**src/pkg/modcfg_defines.vh**
```
// Constants for the modulator configuration register bank
`ifndef MODCFG_DEFINES_VH
`define MODCFG_DEFINES_VH
`define REG_W            24
`define ADDR_W           6
`define MODCFG_ADDR      6'h06
`define INTFREQ_ADDR     6'h03
`define FRACFREQ_ADDR    6'h04
`define AUXLOAD_ADDR     6'h1A
`define MODCFG_RESET     24'h30F0A
`define INTFREQ_RESET    19'h00019
`define FRACFREQ_RESET   24'h000000
`define AUXLOAD_RESET    24'h000000
`define INTFREQ_W        19
`define ORDER_LSB        2
`define ORDER_MSB        3
`define RETIME_BIT       4
`define EXACT_BIT        5
`define BYPASS_BIT       7
`define AUTOSEED_BIT     8
`define CORE_EN_BIT      11
`define ORDER_FIRST      2'h0
`define ORDER_SECOND     2'h1
`define ORDER_THIRD      2'h2
`define ORDER_RSVD       2'h3
`define FRAME_BITS       6'h20
`define FRAME_CNT_W      6
`define HOLD_PD_CYCLES   2'h2
`endif

```
**src/rtl/edge_pulse.v**
```verilog
// Rising and falling edge detector on a synchronised level
`timescale 1ns/1ns
`default_nettype none
module edge_pulse (
  input  wire ref_clk_in,
  input  wire resetn_in,
  input  wire level_in,
  output wire rise_out,
  output wire fall_out
);
  reg last_ff;

  // Remember previous level
  always @(posedge ref_clk_in or negedge resetn_in) begin
    if (!resetn_in) begin
      last_ff <= 1'b0;
    end else begin
      last_ff <= level_in;
    end
  end

  assign rise_out = level_in & ~last_ff;
  assign fall_out = ~level_in & last_ff;
endmodule
`default_nettype wire

```
**src/rtl/modulator_config_register.v**
```verilog
// Serial-loaded modulator configuration register with normal and retimed loading
// Serial frame: 24 data bits then 6 address bits then 2 spare bits, MSB first,
// sampled on serial clock rising edge while the frame strobe is low; the frame
// commits on the strobe rising edge. Serial pins are oversampled on ref_clk_in.
`timescale 1ns/1ns
`default_nettype none
`include "modcfg_defines.vh"
module modulator_config_register #(
  parameter REG_W = `REG_W
) (
  input  wire             ref_clk_in,
  input  wire             resetn_in,
  input  wire             serial_clk_in,
  input  wire             serial_data_in,
  input  wire             serial_frame_strobe_in,
  input  wire             phase_detector_clock_in,
  output reg  [REG_W-1:0] modulator_config_out,
  output reg  [1:0]       modulator_order_out,
  output reg              retimed_load_out,
  output reg              exact_freq_en_out,
  output reg              modulator_bypass_out,
  output reg              seed_on_write_out,
  output reg              core_enable_out,
  output reg              modulator_clock_en_out,
  output reg              use_modulator_out,
  output reg  [18:0]      int_freq_out,
  output reg  [REG_W-1:0] frac_freq_out,
  output reg  [REG_W-1:0] aux_load_out,
  output reg              seed_reload_out,
  output reg              order_reserved_out,
  output reg  [REG_W-1:0] read_data_out
);
  // Synchronised serial pins and detector clock
  wire sclk_sync;
  wire sdata_sync;
  wire strobe_sync;
  wire pd_sync;
  wire sclk_rise;
  wire strobe_rise;
  wire strobe_fall;
  wire pd_rise;

  sync2 u_sync_sclk (
    .ref_clk_in (ref_clk_in),
    .resetn_in  (resetn_in),
    .d_in       (serial_clk_in),
    .q_out      (sclk_sync)
  );
  sync2 u_sync_sdata (
    .ref_clk_in (ref_clk_in),
    .resetn_in  (resetn_in),
    .d_in       (serial_data_in),
    .q_out      (sdata_sync)
  );
  sync2 u_sync_strobe (
    .ref_clk_in (ref_clk_in),
    .resetn_in  (resetn_in),
    .d_in       (serial_frame_strobe_in),
    .q_out      (strobe_sync)
  );
  sync2 u_sync_pd (
    .ref_clk_in (ref_clk_in),
    .resetn_in  (resetn_in),
    .d_in       (phase_detector_clock_in),
    .q_out      (pd_sync)
  );

  edge_pulse u_edge_sclk (
    .ref_clk_in (ref_clk_in),
    .resetn_in  (resetn_in),
    .level_in   (sclk_sync),
    .rise_out   (sclk_rise),
    .fall_out   ()
  );
  edge_pulse u_edge_strobe (
    .ref_clk_in (ref_clk_in),
    .resetn_in  (resetn_in),
    .level_in   (strobe_sync),
    .rise_out   (strobe_rise),
    .fall_out   (strobe_fall)
  );
  edge_pulse u_edge_pd (
    .ref_clk_in (ref_clk_in),
    .resetn_in  (resetn_in),
    .level_in   (pd_sync),
    .rise_out   (pd_rise),
    .fall_out   ()
  );

  // Serial shifter and bit count
  reg  [31:0]             shift_ff;
  reg  [`FRAME_CNT_W-1:0] bit_cnt_ff;
  reg  [REG_W-1:0]        modcfg_ff;
  reg  [`ADDR_W-1:0]      rd_addr_ff;

  wire [REG_W-1:0]   frame_data = shift_ff[31:8];
  wire [`ADDR_W-1:0] frame_addr = shift_ff[7:2];
  wire               frame_ok   = (bit_cnt_ff == `FRAME_BITS);

  always @(posedge ref_clk_in or negedge resetn_in) begin
    if (!resetn_in) begin
      shift_ff   <= 32'h00000000;
      bit_cnt_ff <= {`FRAME_CNT_W{1'b0}};
    end else if (strobe_fall) begin
      bit_cnt_ff <= {`FRAME_CNT_W{1'b0}};
    end else if (!strobe_sync && sclk_rise) begin
      shift_ff <= {shift_ff[30:0], sdata_sync};
      if (bit_cnt_ff != `FRAME_BITS) begin
        bit_cnt_ff <= bit_cnt_ff + 6'h01;
      end
    end
  end

  // Configuration register commits immediately at strobe rise
  always @(posedge ref_clk_in or negedge resetn_in) begin
    if (!resetn_in) begin
      modcfg_ff <= `MODCFG_RESET;
    end else if (strobe_rise && frame_ok && frame_addr == `MODCFG_ADDR) begin
      modcfg_ff <= frame_data;
    end
  end

  // Frequency-class loads: immediate or held until next detector edge
  reg              pend_int_ff;
  reg              pend_frac_ff;
  reg              pend_aux_ff;
  reg [REG_W-1:0]  pend_data_ff;
  wire             is_int  = frame_addr == `INTFREQ_ADDR;
  wire             is_frac = frame_addr == `FRACFREQ_ADDR;
  wire             is_aux  = frame_addr == `AUXLOAD_ADDR;
  wire             commit  = strobe_rise && frame_ok;
  wire             retime  = modcfg_ff[`RETIME_BIT];
  wire             pending = pend_int_ff | pend_frac_ff | pend_aux_ff;

  always @(posedge ref_clk_in or negedge resetn_in) begin
    if (!resetn_in) begin
      pend_int_ff  <= 1'b0;
      pend_frac_ff <= 1'b0;
      pend_aux_ff  <= 1'b0;
      pend_data_ff <= {REG_W{1'b0}};
    end else if (commit && retime && (is_int || is_frac || is_aux)) begin
      pend_int_ff  <= is_int;
      pend_frac_ff <= is_frac;
      pend_aux_ff  <= is_aux;
      pend_data_ff <= frame_data;
    end else if (pd_rise) begin
      pend_int_ff  <= 1'b0;
      pend_frac_ff <= 1'b0;
      pend_aux_ff  <= 1'b0;
    end
  end

  // Immediate path when not retiming, pending path on detector edge
  wire do_now   = commit && !retime;
  wire do_pd    = pending && pd_rise;
  wire ld_int   = (do_now && is_int) || (do_pd && pend_int_ff);
  wire ld_frac  = (do_now && is_frac) || (do_pd && pend_frac_ff);
  wire ld_aux   = (do_now && is_aux) || (do_pd && pend_aux_ff);
  wire [REG_W-1:0] ld_data = do_now ? frame_data : pend_data_ff;

  always @(posedge ref_clk_in or negedge resetn_in) begin
    if (!resetn_in) begin
      int_freq_out    <= `INTFREQ_RESET;
      frac_freq_out   <= `FRACFREQ_RESET;
      aux_load_out    <= `AUXLOAD_RESET;
      seed_reload_out <= 1'b0;
    end else begin
      seed_reload_out <= 1'b0;
      if (ld_int) begin
        int_freq_out <= ld_data[`INTFREQ_W-1:0];
      end
      if (ld_aux) begin
        aux_load_out <= ld_data;
      end
      if (ld_frac) begin
        frac_freq_out   <= ld_data;
        seed_reload_out <= modcfg_ff[`AUTOSEED_BIT];
      end
    end
  end

  // Read address latched from any frame's address field
  always @(posedge ref_clk_in or negedge resetn_in) begin
    if (!resetn_in) begin
      rd_addr_ff <= {`ADDR_W{1'b0}};
    end else if (commit) begin
      rd_addr_ff <= frame_addr;
    end
  end

  // Decoded configuration outputs, registered
  always @(posedge ref_clk_in or negedge resetn_in) begin
    if (!resetn_in) begin
      modulator_config_out   <= `MODCFG_RESET;
      modulator_order_out    <= `ORDER_THIRD;
      retimed_load_out       <= 1'b0;
      exact_freq_en_out      <= 1'b0;
      modulator_bypass_out   <= 1'b0;
      seed_on_write_out      <= 1'b1;
      core_enable_out        <= 1'b1;
      modulator_clock_en_out <= 1'b1;
      use_modulator_out      <= 1'b1;
      order_reserved_out     <= 1'b0;
      read_data_out          <= {REG_W{1'b0}};
    end else begin
      modulator_config_out   <= modcfg_ff;
      modulator_order_out    <= modcfg_ff[`ORDER_MSB:`ORDER_LSB];
      order_reserved_out     <= modcfg_ff[`ORDER_MSB:`ORDER_LSB] == `ORDER_RSVD;
      retimed_load_out       <= retime;
      exact_freq_en_out      <= modcfg_ff[`EXACT_BIT];
      modulator_bypass_out   <= modcfg_ff[`BYPASS_BIT];
      seed_on_write_out      <= modcfg_ff[`AUTOSEED_BIT];
      core_enable_out        <= modcfg_ff[`CORE_EN_BIT];
      modulator_clock_en_out <= modcfg_ff[`CORE_EN_BIT];
      use_modulator_out      <= ~modcfg_ff[`BYPASS_BIT] & modcfg_ff[`CORE_EN_BIT];
      case (rd_addr_ff)
        `MODCFG_ADDR:   read_data_out <= modcfg_ff;
        `INTFREQ_ADDR:  read_data_out <= {5'h00, int_freq_out};
        `FRACFREQ_ADDR: read_data_out <= frac_freq_out;
        `AUXLOAD_ADDR:  read_data_out <= aux_load_out;
        default:        read_data_out <= {REG_W{1'b0}};
      endcase
    end
  end
endmodule
`default_nettype wire

```
**src/rtl/sync2.v**
```verilog
// Two flip-flop level synchroniser
`timescale 1ns/1ns
`default_nettype none
module sync2 (
  input  wire ref_clk_in,
  input  wire resetn_in,
  input  wire d_in,
  output wire q_out
);
  reg meta_ff;
  reg sync_ff;

  // First stage feeds only the second
  always @(posedge ref_clk_in or negedge resetn_in) begin
    if (!resetn_in) begin
      meta_ff <= 1'b0;
      sync_ff <= 1'b0;
    end else begin
      meta_ff <= d_in;
      sync_ff <= meta_ff;
    end
  end

  assign q_out = sync_ff;
endmodule
`default_nettype wire

```
**config.mk**
```make
export PLATFORM = sky130hd
export DESIGN_NAME = modulator_config_register
export DESIGN_NICKNAME = d
export VERILOG_FILES = /design/src/rtl/edge_pulse.v /design/src/rtl/modulator_config_register.v /design/src/rtl/sync2.v
export VERILOG_INCLUDE_DIRS = /design/src /design/src/pkg
export SDC_FILE = /design/constraint.sdc
export NUM_CORES = 1
export LEC_CHECK = 0
export BUFFER_PORTS_ARGS = -buffer_cell sky130_fd_sc_hd__buf_2
export CORE_MARGIN = 10
export CORE_UTILIZATION = 32
export CTS_BUF_LIST = sky130_fd_sc_hd__clkbuf_16
export CTS_CLUSTER_SIZE = 12
export DETAILED_ROUTE_END_ITERATION = 12
export GPL_ROUTABILITY_DRIVEN = 0
export PLACE_DENSITY = 0.58
export SLEW_MARGIN = 10
export SYNTH_ARGS = -nofsm -noshare
export SYNTH_HDL_FRONTEND = slang
export SYNTH_SLANG_ARGS = --single-unit
```
**constraint.sdc**
```tcl
create_clock -name ref_clk_in -period 3.1 [get_ports ref_clk_in]
set_input_delay 0.62 -clock ref_clk_in [delete_from_list [all_inputs] [get_ports ref_clk_in]]
set_output_delay 0.62 -clock ref_clk_in [all_outputs]
set_load 0.02 [all_outputs]
```
# Word-level counts from Yosys, hierarchy flattened

Cells that the tools add are included.

$add $sub $neg: 1
Eq/ne operators: 11
Mux-type cells: 10
Bitwise gates (word level): 13
Reductions and logical operators: 25

Operators by type and width:

| cell                  | count |
|---|---|
| $pmux W24 S4          | 1 |
| $eq A6 B3 Y1 const B  | 4 |
| $mux W24              | 1 |
| $mux W6               | 3 |
| $logic_and A1 B1 Y1   | 13 |
| $eq A6 B2 Y1 const B  | 2 |
| $eq A6 B5 Y1 const B  | 2 |
| $add A6 B1 Y6 const B | 1 |
| $eq A6 B6 Y1 const B  | 1 |
| $ne A6 B6 Y1 const B  | 1 |
| $not A1 Y1            | 6 |
| $reduce_bool A2 Y1    | 3 |
| $and A1 B1 Y1         | 5 |
| $logic_or A1 B1 Y1    | 5 |
| $mux W1               | 5 |
| $reduce_and A2 Y1     | 2 |
| $eq A2 B2 Y1 const B  | 1 |
| $logic_not A1 Y1      | 2 |
| $or A1 B1 Y1          | 2 |

Flip-flop bits (word level): 231
Output and inout port bits: 126
Word-level logic and storage cells: 93

# Longest topological paths before layout

Depth after elaboration: 7
Gate-level depth with buffers: 8

# Modules after synthesis

From an unflattened synthesis, not the netlist that was laid out.

Cells, all modules: 583
Area total of the unflattened synthesis: 8770.9 um^2

By module, submodules not included:

| module                    | times used | cells an instance | area each (um^2) | sequential area each (um^2) |
|---|---|---|---|---|
| modulator_config_register | 1          | 566               | 8450.6           | 5355.1 |
| sync2                     | 4          | 2                 | 50.0             | 50.0 |
| edge_pulse                | 3          | 3                 | 40.0             | 25.0 |

# Least setup slack after synthesis

Ideal clock, no wire load.

Kind: register to register
Start point: reg bit_cnt_ff[0]
End point: reg int_freq_out[10]
Library setup time: 125 ps
Arrival: 2142 ps
Path slack: 833 ps
Stages on the path, launching flop included: 9
Clock period less this slack: 2267 ps
Cell sequence: dfrtp_1 > inv_1 > ha_1 > nand2_1 > or4b_1 > buf_6 > o21ai_4 > buf_12 > mux2_4

Longest elaborated chain between the ends: 5
Elaborated cells on any way between the ends: 6
Classes of those cells: eq/ne (1); mux (1); reduce/logical (4)

RTL lines:

| item                       | RTL line                        | source |
|---|---|---|
| start, declared            | modulator_config_register.v:92  | `` reg [`FRAME_CNT_W-1:0] bit_cnt_ff; `` |
| start signal, assigned     | modulator_config_register.v:103 | `` bit_cnt_ff <= {`FRAME_CNT_W{1'b0}}; `` |
| start signal, assigned     | modulator_config_register.v:105 | `` bit_cnt_ff <= {`FRAME_CNT_W{1'b0}}; `` |
| start signal, assigned     | modulator_config_register.v:109 | `bit_cnt_ff <= bit_cnt_ff + 6'h01;` |
| $eq A6 B6 Y1 (no line) (*) | -                               |  |
| $logic_and A1 B1 Y1 (*)    | modulator_config_register.v:131 | `wire commit = strobe_rise && frame_ok;` |
| $logic_and A1 B1 Y1 (*)    | modulator_config_register.v:154 | `wire do_now = commit && !retime;` |
| $logic_and A1 B1 Y1        | modulator_config_register.v:156 | `wire ld_int = (do_now && is_int) \|\| (do_pd && pend_int_ff);` |
| $logic_or A1 B1 Y1         | modulator_config_register.v:156 |  |
| end signal, assigned       | modulator_config_register.v:163 | `` int_freq_out <= `INTFREQ_RESET; `` |
| end signal, assigned       | modulator_config_register.v:170 | `` int_freq_out <= ld_data[`INTFREQ_W-1:0]; `` |
| end, declared              | modulator_config_register.v:26  | `output reg [18:0] int_freq_out,` |

Mark *: on every way between the ends. The rest lies on a longest branch, timed or not.
A chain may end at the register's enable or synchronous reset.

# Worst setup path after layout

Start point: reg bit_cnt_ff[0]
End point: reg frac_freq_out[2]

Longest elaborated chain between the ends: 5
Elaborated cells on any way between the ends: 6
Classes of those cells: eq/ne (1); mux (1); reduce/logical (4)

RTL lines:

| item                       | RTL line                        | source |
|---|---|---|
| $eq A6 B6 Y1 (no line) (*) | -                               |  |
| $logic_and A1 B1 Y1 (*)    | modulator_config_register.v:131 |  |
| $logic_and A1 B1 Y1 (*)    | modulator_config_register.v:154 |  |
| $logic_and A1 B1 Y1        | modulator_config_register.v:157 | `wire ld_frac = (do_now && is_frac) \|\| (do_pd && pend_frac_ff);` |
| $logic_or A1 B1 Y1         | modulator_config_register.v:157 |  |
| end signal, assigned       | modulator_config_register.v:164 | `` frac_freq_out <= `FRACFREQ_RESET; `` |
| end signal, assigned       | modulator_config_register.v:176 | `frac_freq_out <= ld_data;` |
| end, declared              | modulator_config_register.v:27  | `output reg [REG_W-1:0] frac_freq_out,` |

Marks and branches as above.

==> results.md <==
* Clock Pin Slew Worst Setup and Hold Paths at 0.06 ns
* Num CTS Buffers at 26
* Post-synthesis sequential area ratio at 62.5%
* Vias per cell at 4.65
* Total power at a little over 6000 uW
* GRT Total Usage at 11.7%
* Final hold violation count at 0
* Seq pwr share at 49.5%
* Synth Instances at around 580
* Net Sw Frac at 21.6%
* Top-count cell post-synth: dfrtp_1
* Clk_skew at 0.0190 ns
* Async SR Flop Fraction at 100%
* Vias in the first global route at 5555
* Number of synthesized flops with an enable pin at 0
* Max Clk Rate at 379 MHz
* Clock root buffer: clkbuf_16
* Post-CTS setup buffers at 0
* Top cell type's share of synthesized area at 56.6%
* CP startpoint kind: register
* Peak supply drop at roughly 0.00039 V
* Dpl ws at 0.476 ns
* Finish-stage setup viols at 0
* Outcome: finished, final reports clean
* Ys Warns at 0
* Final cell count without fillers at 1131
* Worst hold path class: in2async
* # DRC at 0
* Psw at 1310 uW
* Top_reg_cell synth: dfrtp_1
* HPWL after detailed placement at ~14 mm
* CTS sink count at 224
* Post-Syn Nets at 589
* DP Cell Count at around 1100
* Crit path DAT at around 3 ns
* P_int at 4760 uW
* Reg area at 5630 sq um
* Antenna cells at 0
* Die area at 35300 sq um
* Nets at 741
* Final instance area at around 11000 sq um
* Post-route minimum period at 2.64 ns
* Routed Antenna Nets at 0
* Placed cell areas at just over 10000 sq um
* Post-synth cell types at 42
* CTS max path bufs at 3
* Cell area after synthesis at approximately 9000 sq um
* Share of layout cells above drive strength 1 at 50.1%
* Initial antenna violation count at 0
* Routed WL at 20.9 mm
* Final setup TNS at 0 ns
* Yosys reg bits at 224
* Reported leakage power at 0.00575 uW
* Slew headroom at 58.2%
* Initial core utilization at 32.4%
* CP max FO at 16
* Slew Limit Fails at 0
* Area growth syn-to-layout at 22.1%
* Worst-skew pair later-pin latency at 0.52 ns
* Die W at 188 microns
* Top post-synthesis cells by area: dfrtp_1 (57%), mux2_2 (12%), mux2_4 (9.0%)
* Wirelength per Cell at 18.5 microns
* Power per cell area at about 550 nW/um^2
* Port buffer count at 131
* RSZ-0062 raised after global routing: no
* PnR worst setup slack at 0.464 ns
* CTS resizes at 0
* Largest area contributor in the netlist: dfrtp_1
* GR Overflow Total at 0
* Max-cap viol count at 0
* CORE AREA at 27800 sq um
* Hold buffer count at CTS at 0
* Tcrit/Tclk final at 85.0%
* WP data required at between 3 and 4 ns
* Fill cell count at around 2700
* First-pass GRT wire length at about 33 mm
* Worst Tran Pin Value at 0.622 ns
* Die Y at 188 microns
* DR pass1 iterations at 6
* Clock power share at 48.0%
* # rows at 61
* Share of total power in combinational logic at between 2 and 3%
* I/O pin cnt at roughly 130
* Mean area per synthesized cell at 15.5 sq um
* Via count at between 5000 and 6000
* Largest net degree at the start of global routing at 68
* CTS tree: done
* Area occupied by multi-input gates at slightly above 3000 sq um
* DR iter-0 viols at 326
* Setup Crit Path Kind: reg2reg
* Worst setup EP type: register
* Top cells by count, synth: dfrtp_1 (204), mux2_2 (99), mux2_4 (54)
* Max H-tree Level at 1
power by group through the flow:
stage	registers [uW]	logic (uW)	clock network [uW]
global placement	3050	157	0
global route	3010	177	3140
CTS	3000	160	3010
floorplan	3040	72.5	0
finish	3000	153	2910
detailed placement	3050	159	0
cell families after synthesis:
| family | synth area share [%] |
|---|---|
| buf+inv | 3.51 |
| flops | 62.5 |
| mux | 24.3 |
| xor+xnor | 0.486 |
| fa+ha+maj | 0.278 |
| compound gates | 4.83 |
| simple gates | 4.16 |
layer usage:
metal | GRT usage [%] | up-vias | wire (microns)
met2 | 18.9 | 143 | 9780
li1 | - | 2383 | -
met1 | 15.0 | 2698 | 9390
met3 | 2.82 | 39 | 1290
met4 | 3.88 | 0 | 407
met5 | 0 | - | 0
cell usage in the layout, fill, tap and decap left out, types with 5 or more instances in the layout:
cell type and instances:
a222oi_1 5, a22oi_1 38, buf_2 130, buf_4 22, clkbuf_16 27, clkinv_1 5
dfrtp_1 204, dfstp_2 20, inv_1 27, mux2_1 9, mux2_2 99, mux2_4 54
mux2i_1 16, nand2_1 28, nor2_1 7
registers in the layout, indices dropped and copies added (netlist names), 6 cells and up:
register / count
aux_load_out: 24
bit_cnt_ff: 6
frac_freq_out: 24
int_freq_out: 19
modcfg_ff: 24
modulator_config_out: 23
pend_data_ff: 24
rd_addr_ff: 6
read_data_out: 24
shift_ff: 32
worst paths after layout:
path / endpoint / slack, ns / from / depth (start not counted)
max: frac_freq_out[2] / 0.46 / bit_cnt_ff[0] / 7
min: u_sync_sdata.meta_ff / 0.05 / resetn_in / 1
max reg2reg: frac_freq_out[2] / 0.46 / bit_cnt_ff[0] / 7
min reg2reg: u_sync_sclk.q_out / 0.35 / u_sync_sclk.meta_ff / 0
max in group asynchronous: modcfg_ff[3] / 2.20 / resetn_in / 2
min in group ref_clk_in: u_sync_strobe.meta_ff / 0.21 / serial_frame_strobe_in / 1
metrics by stage:
stage	hold WS, ns	utilization, %
global route	0.0782	39.6
CTS	0.0642	39.6
floorplan	0.324	-
global placement	0.333	36.6
detailed placement	0.336	36.6
finish	0.0471	39.6
final cells by class:
type | count | area share, %
flip-flops and latches | 224 | 51.2
clock inverters | 21 | 1.36
well taps | 378 | 4.30
clock buffers | 27 | 6.14
repair buffers | 157 | 8.28
multi-input cells | 306 | 28.1
inverters | 18 | 0.614
critical path, stage by stage, from the launching register on:
cell and delay (ns):
dfrtp_1 0.40, inv_1 0.10, ha_1 0.15, nand2_1 0.14, or4b_2 0.80, o21ai_4 0.20
buf_4 0.34, mux2_2 0.39
(Power assumes the default switching activity.)
